$ cat config.mk
export PLATFORM = sky130hd
export DESIGN_NAME = acs_sequencer
export DESIGN_NICKNAME = d
export VERILOG_FILES = /design/src/common/acs_pkg.sv /design/src/hdl/acs_timer.sv /design/src/hdl/acs_sequencer.sv
export VERILOG_INCLUDE_DIRS = /design/src /design/src/common
export SDC_FILE = /design/constraint.sdc
export NUM_CORES = 1
export LEC_CHECK = 0
export BUFFER_PORTS_ARGS = -buffer_cell sky130_fd_sc_hd__buf_2
export CAP_MARGIN = 20
export CORE_AREA = 2 2 102 177
export CTS_CLUSTER_DIAMETER = 100
export DETAILED_ROUTE_END_ITERATION = 10
export DIE_AREA = 0 0 104 179
export GPL_TIMING_DRIVEN = 0
export SLEW_MARGIN = 40
export SYNTH_ARGS = -nofsm -noshare
export SYNTH_HDL_FRONTEND = slang
export SYNTH_SLANG_ARGS = --single-unit
$ cat constraint.sdc
create_clock -name sys_clk_i -period 5 [get_ports sys_clk_i]
set_input_delay 1 -clock sys_clk_i [delete_from_list [all_inputs] [get_ports sys_clk_i]]
set_output_delay 1 -clock sys_clk_i [all_outputs]
set_load 0.02 [all_outputs]
$ cat src/common/acs_defines.svh
`ifndef ACS_DEFINES_SVH
`define ACS_DEFINES_SVH

// clock period and rounding of times to cycles
`define ACS_CLK_NS            4
`define ACS_CEIL(ns)          (((ns) + `ACS_CLK_NS - 1) / `ACS_CLK_NS)
`define ACS_FLOOR(ns)         ((ns) / `ACS_CLK_NS)

// times in their own units
`define ACS_T_RESET_NS        50
`define ACS_T_RST_TO_CONV_NS  25
`define ACS_T_CONV_PULSE_NS   25
`define ACS_T_OS_HOLD_NS      20
`define ACS_T_BUSY_RISE_NS    40
`define ACS_T_LINK_HIGH_NS    22
`define ACS_T_RD_LOW_NS       32
`define ACS_T_RD_HIGH_NS      15
`define ACS_T_CYCLE_PAR_US    5
`define ACS_T_CYCLE_SER_NS    10500
`define ACS_T_WAKE_STANDBY_CONTROL_US    100
`define ACS_T_WAKE_INT_MS     30
`define ACS_T_WAKE_EXT_MS     13
`define ACS_T_SKEW_MAX_US     500

// derived cycle counts
`define ACS_RESET_CYC     `ACS_CEIL(`ACS_T_RESET_NS)
`define ACS_RST_GAP_CYC   `ACS_CEIL(`ACS_T_RST_TO_CONV_NS)
`define ACS_PULSE_CYC     `ACS_CEIL(`ACS_T_CONV_PULSE_NS)
`define ACS_OS_HOLD_CYC   `ACS_CEIL(`ACS_T_OS_HOLD_NS)
`define ACS_BUSY_RISE_CYC `ACS_FLOOR(`ACS_T_BUSY_RISE_NS)
`define ACS_LINK_HIGH_CYC `ACS_CEIL(`ACS_T_LINK_HIGH_NS)
`define ACS_RD_LOW_CYC    `ACS_CEIL(`ACS_T_RD_LOW_NS)
`define ACS_RD_HIGH_CYC   `ACS_CEIL(`ACS_T_RD_HIGH_NS)
`define ACS_CYCLE_PAR_CYC `ACS_CEIL(`ACS_T_CYCLE_PAR_US * 1000)
`define ACS_CYCLE_SER_CYC `ACS_CEIL(`ACS_T_CYCLE_SER_NS)
`define ACS_WAKE_STANDBY_CONTROL_CYC `ACS_CEIL(`ACS_T_WAKE_STANDBY_CONTROL_US * 1000)
`define ACS_WAKE_INT_CYC  `ACS_CEIL(`ACS_T_WAKE_INT_MS * 1000000)
`define ACS_WAKE_EXT_CYC  `ACS_CEIL(`ACS_T_WAKE_EXT_MS * 1000000)
`define ACS_SKEW_MAX_CYC  `ACS_FLOOR(`ACS_T_SKEW_MAX_US * 1000)

// widths and reset values
`define ACS_WORD_W        16
`define ACS_OS_W          3
`define ACS_TIMER_W       24
`define ACS_WORDS         16
`define ACS_OS_RST        3'h0

`endif

$ cat src/common/acs_pkg.sv
`default_nettype none
package acs_pkg;
  `include "acs_defines.svh"

  typedef enum logic [1:0] {
    ACS_PWR_NORMAL,
    ACS_PWR_STANDBY,
    ACS_PWR_SHUTDOWN
  } acs_power_type;

  // pins driven toward the converter
  typedef struct packed {
    logic                 conversion_start_a;
    logic                 conversion_start_b;
    logic                 standby_control;
    logic                 range_hi;
    logic                 reset;
    logic                 cs_n;
    logic                 rd_n;
    logic [`ACS_OS_W-1:0] oversample_select;
  } acs_pins_type;

  // user configuration; read_during, cs_rd_linked and serial_slow sampled when a cycle starts, the other fields read live
  typedef struct packed {
    logic                 read_during;
    logic                 cs_rd_linked;
    logic                 serial_slow;
    logic                 ext_ref;
    logic                 range_hi;
    acs_power_type        power;
    logic [`ACS_OS_W-1:0] os_ratio;
  } acs_cfg_type;

  typedef enum logic [3:0] {
    ST_RST_PULSE,
    ST_RST_GAP,
    ST_IDLE,
    ST_SLEEP,
    ST_WAKE,
    ST_CONV_A,
    ST_CONV_HI,
    ST_BUSY_RISE,
    ST_BUSY_WAIT,
    ST_READ_LO,
    ST_READ_HI
  } acs_state_type;
endpackage : acs_pkg
`default_nettype wire

$ cat src/hdl/acs_timer.sv
`timescale 1ns/1ps
`default_nettype none
// down counter: done while the count sits at zero
module acs_timer #(
  parameter int           W       = 24,
  parameter logic [W-1:0] RST_VAL = '0
) (
  input  wire logic         sys_clk_i,
  input  wire logic         rst_n_i,
  input  wire logic         ce_i,
  input  wire logic         load_i,
  input  wire logic [W-1:0] value_i,
  output logic              done_o
);
  logic [W-1:0] cnt_r;
  logic [W-1:0] cnt_nxt;

  // load wins over the count so a state entry restarts it
  always_comb begin
    cnt_nxt = cnt_r;
    if (load_i) begin
      cnt_nxt = value_i;
    end else if (cnt_r != '0) begin
      cnt_nxt = cnt_r - W'(1);
    end
  end

  always_ff @(posedge sys_clk_i) begin
    if (!rst_n_i) begin
      cnt_r <= RST_VAL;
    end else if (ce_i) begin
      cnt_r <= cnt_nxt;
    end
  end

  assign done_o = (cnt_r == '0);
endmodule : acs_timer
`default_nettype wire

$ cat src/hdl/acs_sequencer.sv
`timescale 1ns/1ps
`default_nettype none
`include "acs_defines.svh"
module acs_sequencer #(
  parameter int TW            = `ACS_TIMER_W,
  parameter int WORDS         = `ACS_WORDS,
  parameter int WAKE_STANDBY_CONTROL_CYC = `ACS_WAKE_STANDBY_CONTROL_CYC,
  parameter int WAKE_INT_CYC  = `ACS_WAKE_INT_CYC,
  parameter int WAKE_EXT_CYC  = `ACS_WAKE_EXT_CYC,
  parameter int SKEW_MAX_CYC  = `ACS_SKEW_MAX_CYC
) (
  input  wire logic                    sys_clk_i,
  input  wire logic                    rst_n_i,
  input  wire logic                    ce_i,
  input  wire logic                    start_i,
  input  wire acs_pkg::acs_cfg_type    cfg_i,
  input  wire logic [TW-1:0]           stagger_i,
  input  wire logic                    busy_i,
  input  wire logic [`ACS_WORD_W-1:0]  db_i,
  output acs_pkg::acs_pins_type        pins_o,
  output logic [`ACS_WORD_W-1:0]       data_o,
  output logic                         data_valid_o,
  output logic                         data_last_o,
  output logic                         ready_o,
  output logic                         busy_miss_o
);
  import acs_pkg::*;

  localparam int CW = $clog2(WORDS + 1);
  localparam logic [TW-1:0] RESET_LD   = TW'(`ACS_RESET_CYC - 1);
  localparam logic [TW-1:0] GAP_LD     = TW'(`ACS_RST_GAP_CYC - 1);
  localparam logic [TW-1:0] PULSE_LD   = TW'(`ACS_PULSE_CYC - 1);
  localparam logic [TW-1:0] HOLD_LD    = TW'(`ACS_OS_HOLD_CYC - 1);
  localparam logic [TW-1:0] RISE_LD    = TW'(`ACS_BUSY_RISE_CYC - 1);
  localparam logic [TW-1:0] LINK_LD    = TW'(`ACS_LINK_HIGH_CYC - 1);
  localparam logic [TW-1:0] RDLO_LD    = TW'(`ACS_RD_LOW_CYC - 1);
  localparam logic [TW-1:0] RDHI_LD    = TW'(`ACS_RD_HIGH_CYC - 1);
  localparam logic [TW-1:0] CYC_PAR_LD = TW'(`ACS_CYCLE_PAR_CYC - 1);
  localparam logic [TW-1:0] CYC_SER_LD = TW'(`ACS_CYCLE_SER_CYC - 1);
  localparam logic [TW-1:0] STANDBY_CONTROL_LD    = TW'(WAKE_STANDBY_CONTROL_CYC - 1);
  localparam logic [TW-1:0] INT_LD     = TW'(WAKE_INT_CYC - 1);
  localparam logic [TW-1:0] EXT_LD     = TW'(WAKE_EXT_CYC - 1);
  localparam logic [TW-1:0] SKEW_MAX   = TW'(SKEW_MAX_CYC);
  localparam logic [CW-1:0] LAST_WORD  = CW'(WORDS - 1);

  acs_state_type          state_r;
  acs_state_type          state_nxt;
  acs_pins_type           pins_r;
  acs_pins_type           pins_nxt;
  acs_cfg_type            cfg_r;
  acs_cfg_type            cfg_nxt;
  logic [CW-1:0]          word_r;
  logic [CW-1:0]          word_nxt;
  logic                   have_prev_r;
  logic                   have_prev_nxt;
  logic                   shutdown_r;
  logic                   shutdown_nxt;
  logic [`ACS_WORD_W-1:0] data_r;
  logic [`ACS_WORD_W-1:0] data_nxt;
  logic                   valid_r;
  logic                   valid_nxt;
  logic                   last_r;
  logic                   last_nxt;
  logic                   ready_r;
  logic                   ready_nxt;
  logic                   miss_r;
  logic                   miss_nxt;

  logic                   main_load;
  logic [TW-1:0]          main_val;
  logic                   main_done;
  logic                   cyc_load;
  logic [TW-1:0]          cyc_val;
  logic                   cyc_done;
  logic                   hold_load;
  logic                   hold_done;
  logic [TW-1:0]          skew;

  // one timer per concern: state delays, cycle spacing, select hold
  acs_timer #(
    .W       (TW),
    .RST_VAL (RESET_LD)
  ) u_main_timer (
    .sys_clk_i (sys_clk_i),
    .rst_n_i   (rst_n_i),
    .ce_i      (ce_i),
    .load_i    (main_load),
    .value_i   (main_val),
    .done_o    (main_done)
  );

  acs_timer #(
    .W       (TW),
    .RST_VAL ('0)
  ) u_cycle_timer (
    .sys_clk_i (sys_clk_i),
    .rst_n_i   (rst_n_i),
    .ce_i      (ce_i),
    .load_i    (cyc_load),
    .value_i   (cyc_val),
    .done_o    (cyc_done)
  );

  acs_timer #(
    .W       (TW),
    .RST_VAL ('0)
  ) u_hold_timer (
    .sys_clk_i (sys_clk_i),
    .rst_n_i   (rst_n_i),
    .ce_i      (ce_i),
    .load_i    (hold_load),
    .value_i   (HOLD_LD),
    .done_o    (hold_done)
  );

  // clamp the start skew so the second edge is never too late
  assign skew = (stagger_i > SKEW_MAX) ? SKEW_MAX : stagger_i;

  // sequencer next state and pin values
  always_comb begin
    state_nxt     = state_r;
    pins_nxt      = pins_r;
    cfg_nxt       = cfg_r;
    word_nxt      = word_r;
    have_prev_nxt = have_prev_r;
    shutdown_nxt  = shutdown_r;
    data_nxt      = data_r;
    valid_nxt     = 1'b0;
    last_nxt      = 1'b0;
    miss_nxt      = 1'b0;
    main_load     = 1'b0;
    main_val      = '0;
    cyc_load      = 1'b0;
    cyc_val       = cfg_r.serial_slow ? CYC_SER_LD : CYC_PAR_LD;
    hold_load     = 1'b0;
    unique case (state_r)
      ST_RST_PULSE: begin
        if (main_done) begin
          pins_nxt.reset = 1'b0;
          main_load      = 1'b1;
          main_val       = GAP_LD;
          state_nxt      = ST_RST_GAP;
        end
      end
      ST_RST_GAP: begin
        if (main_done) begin
          state_nxt = ST_IDLE;
        end
      end
      ST_IDLE: begin
        // select changes only with busy low and hold elapsed
        if (!busy_i && hold_done) begin
          pins_nxt.oversample_select = cfg_i.os_ratio;
          pins_nxt.range_hi          = cfg_i.range_hi;
        end
        if (cfg_i.power != ACS_PWR_NORMAL) begin
          pins_nxt.standby_control = 1'b0;
          pins_nxt.range_hi = (cfg_i.power == ACS_PWR_STANDBY);
          shutdown_nxt      = (cfg_i.power == ACS_PWR_SHUTDOWN);
          have_prev_nxt     = 1'b0;
          state_nxt         = ST_SLEEP;
        end else if (start_i && ready_r) begin
          cfg_nxt                     = cfg_i;
          pins_nxt.conversion_start_a = 1'b1;
          cyc_load  = 1'b1;
          cyc_val   = cfg_i.serial_slow ? CYC_SER_LD : CYC_PAR_LD;
          main_load = 1'b1;
          if (skew == '0) begin
            pins_nxt.conversion_start_b = 1'b1;
            main_val  = PULSE_LD;
            state_nxt = ST_CONV_HI;
          end else begin
            main_val  = skew - TW'(1);
            state_nxt = ST_CONV_A;
          end
        end
      end
      ST_SLEEP: begin
        if (cfg_i.power == ACS_PWR_NORMAL) begin
          pins_nxt.standby_control = 1'b1;
          pins_nxt.range_hi        = cfg_i.range_hi;
          main_load                = 1'b1;
          if (shutdown_r) begin
            main_val = cfg_i.ext_ref ? EXT_LD : INT_LD;
          end else begin
            main_val = STANDBY_CONTROL_LD;
          end
          state_nxt = ST_WAKE;
        end else begin
          pins_nxt.range_hi = (cfg_i.power == ACS_PWR_STANDBY);
          shutdown_nxt      = shutdown_r |
                              (cfg_i.power == ACS_PWR_SHUTDOWN);
        end
      end
      ST_WAKE: begin
        if (main_done) begin
          state_nxt = ST_IDLE;
        end
      end
      ST_CONV_A: begin
        if (main_done) begin
          pins_nxt.conversion_start_b = 1'b1;
          main_load = 1'b1;
          main_val  = PULSE_LD;
          state_nxt = ST_CONV_HI;
        end
      end
      ST_CONV_HI: begin
        // both starts held high for the minimum pulse
        if (main_done) begin
          pins_nxt.conversion_start_a = 1'b0;
          pins_nxt.conversion_start_b = 1'b0;
          main_load = 1'b1;
          main_val  = RISE_LD;
          state_nxt = ST_BUSY_RISE;
        end
      end
      ST_BUSY_RISE: begin
        // converter owes busy within its start-to-busy delay
        if (busy_i || main_done) begin
          miss_nxt = !busy_i;
          if (busy_i && cfg_r.read_during && have_prev_r) begin
            pins_nxt.cs_n = 1'b0;
            pins_nxt.rd_n = 1'b0;
            word_nxt      = '0;
            main_load     = 1'b1;
            main_val      = RDLO_LD;
            state_nxt     = ST_READ_LO;
          end else begin
            state_nxt = ST_BUSY_WAIT;
          end
        end
      end
      ST_BUSY_WAIT: begin
        // conversion length varies with ratio, so watch busy
        if (!busy_i) begin
          hold_load     = 1'b1;
          have_prev_nxt = 1'b1;
          if (!cfg_r.read_during) begin
            pins_nxt.cs_n = 1'b0;
            pins_nxt.rd_n = 1'b0;
            word_nxt      = '0;
            main_load     = 1'b1;
            main_val      = RDLO_LD;
            state_nxt     = ST_READ_LO;
          end else begin
            state_nxt = ST_IDLE;
          end
        end
      end
      ST_READ_LO: begin
        if (cfg_r.read_during && !busy_i) begin
          // busy fell mid-read: drop select on the next edge
          pins_nxt.cs_n = 1'b1;
          pins_nxt.rd_n = 1'b1;
          hold_load     = 1'b1;
          have_prev_nxt = 1'b1;
          state_nxt     = ST_IDLE;
        end else if (main_done) begin
          data_nxt      = db_i;
          valid_nxt     = 1'b1;
          last_nxt      = (word_r == LAST_WORD);
          pins_nxt.rd_n = 1'b1;
          main_load     = 1'b1;
          if (word_r == LAST_WORD) begin
            pins_nxt.cs_n = 1'b1;
            state_nxt = cfg_r.read_during ? ST_BUSY_WAIT : ST_IDLE;
          end else begin
            word_nxt = word_r + CW'(1);
            if (cfg_r.cs_rd_linked) begin
              pins_nxt.cs_n = 1'b1;
              main_val      = LINK_LD;
            end else begin
              main_val = RDHI_LD;
            end
            state_nxt = ST_READ_HI;
          end
        end
      end
      ST_READ_HI: begin
        if (cfg_r.read_during && !busy_i) begin
          pins_nxt.cs_n = 1'b1;
          hold_load     = 1'b1;
          have_prev_nxt = 1'b1;
          state_nxt     = ST_IDLE;
        end else if (main_done) begin
          pins_nxt.cs_n = 1'b0;
          pins_nxt.rd_n = 1'b0;
          main_load     = 1'b1;
          main_val      = RDLO_LD;
          state_nxt     = ST_READ_LO;
        end
      end
    endcase
  end

  // ready looks one cycle ahead so the flag matches acceptance
  always_comb begin
    ready_nxt = (state_nxt == ST_IDLE) && !busy_i &&
                (cfg_i.power == ACS_PWR_NORMAL) &&
                (cyc_done || (cyc_val == '0)) && !cyc_load;
  end

  // registers; reset drives the converter reset pin high
  always_ff @(posedge sys_clk_i) begin
    if (!rst_n_i) begin
      state_r     <= ST_RST_PULSE;
      pins_r      <= '{conversion_start_a: 1'b0,
                       conversion_start_b: 1'b0,
                       standby_control:    1'b1,
                       range_hi:           1'b0,
                       reset:              1'b1,
                       cs_n:               1'b1,
                       rd_n:               1'b1,
                       oversample_select:  `ACS_OS_RST};
      cfg_r       <= '0;
      word_r      <= '0;
      have_prev_r <= 1'b0;
      shutdown_r  <= 1'b0;
      data_r      <= '0;
      valid_r     <= 1'b0;
      last_r      <= 1'b0;
      ready_r     <= 1'b0;
      miss_r      <= 1'b0;
    end else if (ce_i) begin
      state_r     <= state_nxt;
      pins_r      <= pins_nxt;
      cfg_r       <= cfg_nxt;
      word_r      <= word_nxt;
      have_prev_r <= have_prev_nxt;
      shutdown_r  <= shutdown_nxt;
      data_r      <= data_nxt;
      valid_r     <= valid_nxt;
      last_r      <= last_nxt;
      ready_r     <= ready_nxt;
      miss_r      <= miss_nxt;
    end
  end

  assign pins_o       = pins_r;
  assign data_o       = data_r;
  assign data_valid_o = valid_r;
  assign data_last_o  = last_r;
  assign ready_o      = ready_r;
  assign busy_miss_o  = miss_r;
endmodule : acs_sequencer
`default_nettype wire

==> flow_metrics.env, run 1 <==
export IMPL_power_switching_mw=1.307
export IMPL_grt_max_degree=17
export IMPL_synthArstFlopShare=0
export IMPL_drive_gt1_frac=0.1444
export IMPL_antenna_cells=0
export IMPL_ios=85
export IMPL_p_int_mw=2.435
export IMPL_cts_hold_buf=0
export IMPL_layout_common_cells="dfxtp_1 (115), nand2_1 (108), nor2_1 (93)"
export IMPL_netlist_area_sq_mm=0.006724
export IMPL_worstPathRequired_ns=5.34
export IMPL_critPathLaunchType="input pin"
export IMPL_setup_violations=0
export IMPL_pwr_density_cell_mw_per_mm2=465.8
export IMPL_maxCapViolCount=0
export IMPL_power_share_sequential=0.333
export IMPL_use_met2=0.4282
export IMPL_gp_congestion=0.9900
export IMPL_tightest_slew_ns=0.7365
export IMPL_grt_pass1_wl_mm=33.72
export IMPL_crit_fanout=9
export IMPL_finalCritPeriodShare=0.8643
export IMPL_yosysUniqueCellTypes=77
export IMPL_ant_nets=0
export IMPL_clockRootBuffer="clkbuf_16"
export IMPL_area_delta_synth_final_pct=19.48
export IMPL_grt_use_met1=0.2352
export IMPL_hold_start="data_o[15]$_SDFFE_PN0P_"
export IMPL_nets=1045
export IMPL_vias_per_cell=5.577
export IMPL_fin_cells=1228
export IMPL_hold_ws_ns=0.4579
export IMPL_grt_overflow=0
export IMPL_path_cells="buf_2, or4_1, clkbuf_1, or3_1, a21o_1, nand2_1, nand2_1, ha_1, nor2b_1, nand3b_1, o21ai_1, a21oi_2, and3_1, a31oi_1, o21ai_0"
export IMPL_die_area_sq_mm=0.01862
export IMPL_slowest_stage="or4_1"
export IMPL_p_sw_frac=0.3494
export IMPL_r2r_end="u_main_timer.cnt_r[0]$_SDFFE_PN0P_"
export IMPL_cts_resized=0
export IMPL_tns_ns=0
export IMPL_cts_sinks=115
export IMPL_drtIter0Drc=394
export IMPL_worstSetupPathType="in -> reg"
export IMPL_rsz0062_at_grt="no"
export IMPL_htree_levels=4
export IMPL_yosysWarnings=0
export IMPL_grt_pass1_vias=6710
export IMPL_drc=0
export IMPL_hold_path_depth=2
export IMPL_critPathArrivalTime_ns=4.66
export IMPL_vdd_drop_max_v=0.0003381
export IMPL_core_sq_mm=0.01730
export IMPL_wl_mm=21.15
export IMPL_outcome="finished clean"
export IMPL_holdPathEnd="data_o[15]$_SDFFE_PN0P_"
export IMPL_initial_core_util=0.3887
export IMPL_max_freq_ghz=0.2314
export IMPL_crit_path_end_kind="flip-flop"
export IMPL_syn_num_nets=944
export IMPL_synth_cells=883
export IMPL_synth_enable_flop_cells=0
export IMPL_post_cts_buffers=0
export IMPL_p_total_mw=3.742
export IMPL_portBuffers=82
export IMPL_dr_pass1_iters=5
export IMPL_avgSynthCellArea_sq_um=7.615
export IMPL_wl_per_cell_um=17.22
export IMPL_clockBufferDepth=2
export IMPL_chipWidth_um=104
export IMPL_r2r_setup_slack_ns=1.86
export IMPL_antenna_found_initial=0
export IMPL_hold_class="reg -> reg"
export IMPL_grt_busiest_layer="met2"
export IMPL_path_common_cell="nand2_1"
export IMPL_synth_main_ff_cell="dfxtp_1"
export IMPL_grt_use_total=0.2299
export IMPL_combPwrFrac=0.330
export IMPL_max_stage_delay_ns=0.51
export IMPL_hold_violations=0
export IMPL_die_y_um=179
export IMPL_slew_headroom=0.5077
export IMPL_power_leakage_nw=3.062
export IMPL_route_vias_total=6848
export IMPL_clkPwrFrac=0.337
export IMPL_maxSlewViolCount=0
export IMPL_fin_skew_ns=0.01020
export IMPL_clock_latency_ns=0.42
export IMPL_dp_hpwl_mm=16.06
export IMPL_reg2reg_depth=10
export IMPL_dp_cells=1196
export IMPL_mostFrequentLayoutCell="dfxtp_1"
export IMPL_numCtsBuffers=17
export IMPL_met3_usage=0.03708
export IMPL_yosysSeqAreaShare=0.3424
export IMPL_ys_ff_latch=115
export IMPL_cts_tree="yes"
export IMPL_r2r_start="u_main_timer.cnt_r[0]$_SDFFE_PN0P_"
export IMPL_rows=64
export IMPL_clk_pin_slew_ns=0.05
export IMPL_fin_crit_ns=4.322
-- logic make-up (layout without fill, tap and decap cells) --
group,count (synthesis),after routing,share of synthesized area
XOR/XNOR,54,54,0.07034
AND/OR/NAND/NOR,415,415,0.3173
buffers and inverters,60,174,0.03833
flip-flops,115,115,0.3424
multiplexers,6,6,0.008932
AO/OA/AOI/OAI,227,227,0.2116
adder cells (fa/ha/maj),6,6,0.01116
-- worst max-delay path by stage --
stage / start / to / slack (ns)
after detailed placement: stagger_i[10] / u_main_timer.cnt_r[23]$_SDFFE_PN0P_ / 0.31
final: stagger_i[10] / u_main_timer.cnt_r[23]$_SDFFE_PN0P_ / 0.68
after global placement: stagger_i[10] / u_main_timer.cnt_r[23]$_SDFFE_PN0P_ / 0.31
after floorplan: stagger_i[10] / u_main_timer.cnt_r[23]$_SDFFE_PN0P_ / 1.09
after CTS: stagger_i[10] / u_main_timer.cnt_r[23]$_SDFFE_PN0P_ / 0.74
after global routing: stagger_i[10] / u_main_timer.cnt_r[23]$_SDFFE_PN0P_ / 0.38
-- sequential cells by signal (all words and copies together) (netlist names), 2 cells and up --
register,cells
u_cycle_timer.cnt_r,24
state_r,4
cfg_r,2
data_o,16
u_hold_timer.cnt_r,24
pins_o,10
word_r,5
u_main_timer.cnt_r,24
-- critical path: cells and delay by family --
| family | cells | cell delay [ns] |
|---|---|---|
| adder cells (fa/ha/maj) | 1 | 0.24 |
| AO/OA/AOI/OAI | 5 | 1.14 |
| buffers and inverters | 2 | 0.29 |
| AND/OR/NAND/NOR | 7 | 1.97 |
-- through the flow --
| step | utilization | setup WS (ns) | cell area (sq um) |
|---|---|---|---|
| 3_5_place_dp | 0.4292 | 0.3113 | 7423 |
| 3_3_place_gp | 0.4292 | 0.3058 | 7423 |
| 6_report | 0.4645 | 0.6783 | 8034 |
| 4_1_cts | 0.4638 | 0.7370 | 8023 |
| 2_1_floorplan | - | 1.093 | 6724 |
| 5_1_grt | 0.4645 | 0.3812 | 8034 |
-- power by group through the flow --
stage | clock network (mW) | registers, mW | logic [mW]
detailed placement | 0 | 1.26 | 1.22
finish | 1.26 | 1.25 | 1.23
global route | 1.33 | 1.27 | 1.40
floorplan | 0 | 1.23 | 0.967
CTS | 1.29 | 1.24 | 1.24
global placement | 0 | 1.26 | 1.21
-- metal layers --
metal	wire, um	share of wire	up-vias
met5	0	0	-
met3	721	0.034	66
li1	-	-	3422
met1	7921	0.37	3191
met4	1135	0.054	0
met2	11370	0.54	169
-- synth_stat cells, types with 5 or more instances --
| cell type | count | share of area |
|---|---|---|
| mux2i_1 | 6 | 0.0089 |
| ha_1 | 6 | 0.011 |
| and3_1 | 9 | 0.0084 |
| inv_1 | 13 | 0.0073 |
| a22oi_1 | 5 | 0.0056 |
| nor3b_1 | 5 | 0.0056 |
| nand4_1 | 10 | 0.0093 |
| and2_1 | 10 | 0.0093 |
| o22ai_1 | 9 | 0.0084 |
| o21ai_0 | 58 | 0.043 |
| nand4b_1 | 7 | 0.0091 |
| nor4_1 | 22 | 0.020 |
| a21boi_0 | 30 | 0.033 |
| or3_1 | 18 | 0.017 |
| o211ai_1 | 6 | 0.0067 |
| xnor2_1 | 31 | 0.040 |
| o31ai_1 | 6 | 0.0067 |
| a21oi_1 | 62 | 0.046 |
| nand2_1 | 108 | 0.060 |
| nor2_1 | 93 | 0.052 |
| buf_2 | 8 | 0.0060 |
| a31oi_1 | 14 | 0.013 |
| nand3_1 | 28 | 0.021 |
| clkbuf_1 | 33 | 0.018 |
| nor3_1 | 42 | 0.031 |
| dfxtp_1 | 115 | 0.34 |
| nor2b_1 | 20 | 0.019 |
| or4_1 | 12 | 0.013 |
| xor2_1 | 23 | 0.030 |
-- final cells by class --
| cell class | instances | area [sq um] |
|---|---|---|
| multi-input cells | 708 | 4175 |
| plain buffers | 47 | 209.0 |
| inverters | 13 | 48.80 |
| clock inverters | 11 | 158.9 |
| repair buffers | 82 | 410.4 |
| clock buffers | 21 | 440.4 |
| flip-flops and latches | 115 | 2302 |
| well taps | 231 | 289.0 |
| fillers | 1832 | 9263 |
(Power assumes the default switching activity.)
==> run 2, diff against run 1 <==
--- a/config.mk
+++ b/config.mk
@@ -8,11 +8,12 @@
 export LEC_CHECK = 0
 export BUFFER_PORTS_ARGS = -buffer_cell sky130_fd_sc_hd__buf_2
 export CAP_MARGIN = 20
-export CORE_AREA = 2 2 102 177
+export CORE_AREA = 2 2 91 159
 export CTS_CLUSTER_DIAMETER = 100
 export DETAILED_ROUTE_END_ITERATION = 10
-export DIE_AREA = 0 0 104 179
+export DIE_AREA = 0 0 93 161
 export GPL_TIMING_DRIVEN = 0
+export PLACE_DENSITY = 0.69
 export SLEW_MARGIN = 40
 export SYNTH_ARGS = -nofsm -noshare
 export SYNTH_HDL_FRONTEND = slang
==> constraint.sdc (replaced) <==
create_clock -name sys_clk_i -period 5 [get_ports sys_clk_i]
set_input_delay 0.5 -clock sys_clk_i [delete_from_list [all_inputs] [get_ports sys_clk_i]]
set_output_delay 0.5 -clock sys_clk_i [all_outputs]
set_load 0.02 [all_outputs]
==> run 2 against run 1 <==
  * Non-clock buffer count stayed put
  * Power is 0.79% higher
  * Sequential power about the same
  * Worst setup slack gained 0.48 ns
  * Hold slack worse by 0.12 ns
  * Critical endpoint unchanged
  * Largest cell class unchanged
==> flow_metrics.env, run 2 (synthesis results as in run 1) <==
export IMPL_initial_core_util=0.4910
export IMPL_dr_pass1_iters=5
export IMPL_finalCritPeriodShare=0.7680
export IMPL_grt_max_degree=17
export IMPL_cts_resized=0
export IMPL_tns_ns=0
export IMPL_clock_latency_ns=0.41
export IMPL_maxSlewViolCount=0
export IMPL_outcome="finished clean"
export IMPL_fin_crit_ns=3.840
export IMPL_cts_sinks=115
export IMPL_rsz0062_at_grt="no"
export IMPL_rows=57
export IMPL_route_vias_total=7101
export IMPL_hold_violations=0
export IMPL_grt_overflow=0
export IMPL_grt_pass1_wl_mm=33.51
export IMPL_critPathArrivalTime_ns=4.17
export IMPL_hold_class="in -> reg"
export IMPL_die_area_sq_mm=0.01497
export IMPL_htree_levels=4
export IMPL_antenna_found_initial=0
export IMPL_dp_hpwl_mm=15.49
export IMPL_cts_hold_buf=0
export IMPL_max_freq_ghz=0.2604
export IMPL_grt_use_total=0.2812
export IMPL_cts_tree="yes"
export IMPL_top_regs="u_cycle_timer.cnt_r (24), u_hold_timer.cnt_r (24), u_main_timer.cnt_r (24)"
export IMPL_gp_congestion=0.9801
export IMPL_ant_nets=0
export IMPL_critPathLaunchType="input pin"
export IMPL_setup_violations=0
export IMPL_vdd_drop_max_v=0.0004630
export IMPL_tightest_slew_ns=0.7082
export IMPL_drive_gt1_frac=0.1476
export IMPL_crit_fanout=9
export IMPL_core_sq_mm=0.01369
export IMPL_fin_skew_ns=0.01308
export IMPL_maxCapViolCount=0
export IMPL_p_total_mw=3.772
export IMPL_fin_area_sq_mm=0.007980
export IMPL_wl_per_cell_um=17.93
export IMPL_area_delta_synth_final_pct=18.68
export IMPL_worstSetupPathType="in -> reg"
export IMPL_numCtsBuffers=17
export IMPL_portBuffers=82
export IMPL_crit_path_end_kind="flip-flop"
export IMPL_chipWidth_um=93
export IMPL_clk_pin_slew_ns=0.06
export IMPL_drtIter0Drc=440
export IMPL_grt_pass1_vias=6962
export IMPL_placed_area_sq_mm=0.007361
export IMPL_pwr_density_cell_mw_per_mm2=472.6
export IMPL_nets=1045
export IMPL_slew_headroom=0.5266
export IMPL_die_y_um=161
export IMPL_clockRootBuffer="clkbuf_16"
export IMPL_wl_mm=21.03
export IMPL_layout_common_cells="dfxtp_1 (115), nand2_1 (108), nor2_1 (93)"
export IMPL_drc=0
export IMPL_antenna_cells=0
export IMPL_ios=85
export IMPL_vias_per_cell=6.054
export IMPL_worstPathRequired_ns=5.33
export IMPL_power_leakage_nw=3.054
export IMPL_post_cts_buffers=0
export IMPL_mostFrequentLayoutCell="dfxtp_1"
export IMPL_clockBufferDepth=2
export IMPL_fillers=1352
[run 2: cell count changes in the layout (fill, tap and decap cells not counted), sizes merged]
cell / previous run / this run
bufinv: 4 / 3
inv: 14 / 17
clkinv: 6 / 3
clkinvlp: 0 / 3
clkbuf: 54 / 51
[run 2: per-layer routing]
layer  global-route usage  wire length, um  vias up
met1               0.2881             7658     3288
met2               0.5086            10920      301
met4               0.2032             1462        0
li1                     -                -     3404
met5                    0                0        -
met3              0.04058              988      108
[run 2: worst paths after layout]
| path | from | to | slack [ns] | cells after the start |
|---|---|---|---|---|
| worst max-delay path | stagger_i[10] | u_main_timer.cnt_r[23]$_SDFFE_PN0P_ | 1.16 | 15 |
| worst min-delay path | db_i[10] | data_o[10]$_SDFFE_PN0P_ | 0.33 | 3 |
| worst max register to register | u_main_timer.cnt_r[0]$_SDFFE_PN0P_ | u_main_timer.cnt_r[0]$_SDFFE_PN0P_ | 1.73 | 10 |
| worst min register to register | data_o[7]$_SDFFE_PN0P_ | data_o[7]$_SDFFE_PN0P_ | 0.46 | 2 |
[run 2: area by class of cell]
class,count,area [sq um],area share
Timing Repair Buffer,82,410.4,0.05143
Tap cell,177,221.5,0.02775
Multi-Input combinational cell,708,4175,0.5232
Sequential cell,115,2302,0.2885
Clock buffer,18,439.2,0.05503
Buffer,47,209.0,0.02618
Clock inverter,13,173.9,0.02179
Inverter,13,48.80,0.006115
[run 2: power by group]
part / internal, mW / leakage, nW / total, mW / switching, mW
clock: 0.803 / 0.290 / 1.28 / 0.475
sequential: 1.09 / 0.935 / 1.25 / 0.161
combinational: 0.520 / 1.83 / 1.25 / 0.727
total: 2.41 / 3.05 / 3.77 / 1.36
[run 2: worst max-delay path: stages]
cell and delay (ns):
buf_2 0.11, or4_1 0.51, clkbuf_1 0.17, or3_1 0.38
a21o_1 0.21, nand2_1 0.23, nand2_1 0.12, ha_1 0.25
nor2b_1 0.17, nand3b_1 0.20, o21ai_1 0.24, a21oi_2 0.43
and3_1 0.40, a31oi_1 0.08, o21ai_0 0.17
[run 2: through the flow]
step | util | std cells | hold WS, ns | setup slack [ns]
3_5_place_dp | 0.5376 | 1142 | 0.4527 | 0.8385
6_report | 0.5828 | 1173 | 0.3349 | 1.160
5_1_grt | 0.5828 | 1173 | 0.3345 | 0.9966
4_1_cts | 0.5823 | 1173 | 0.3303 | 1.253
2_1_floorplan | - | 883 | 0.4410 | 1.593
3_3_place_gp | 0.5372 | 1142 | 0.4463 | 0.8070
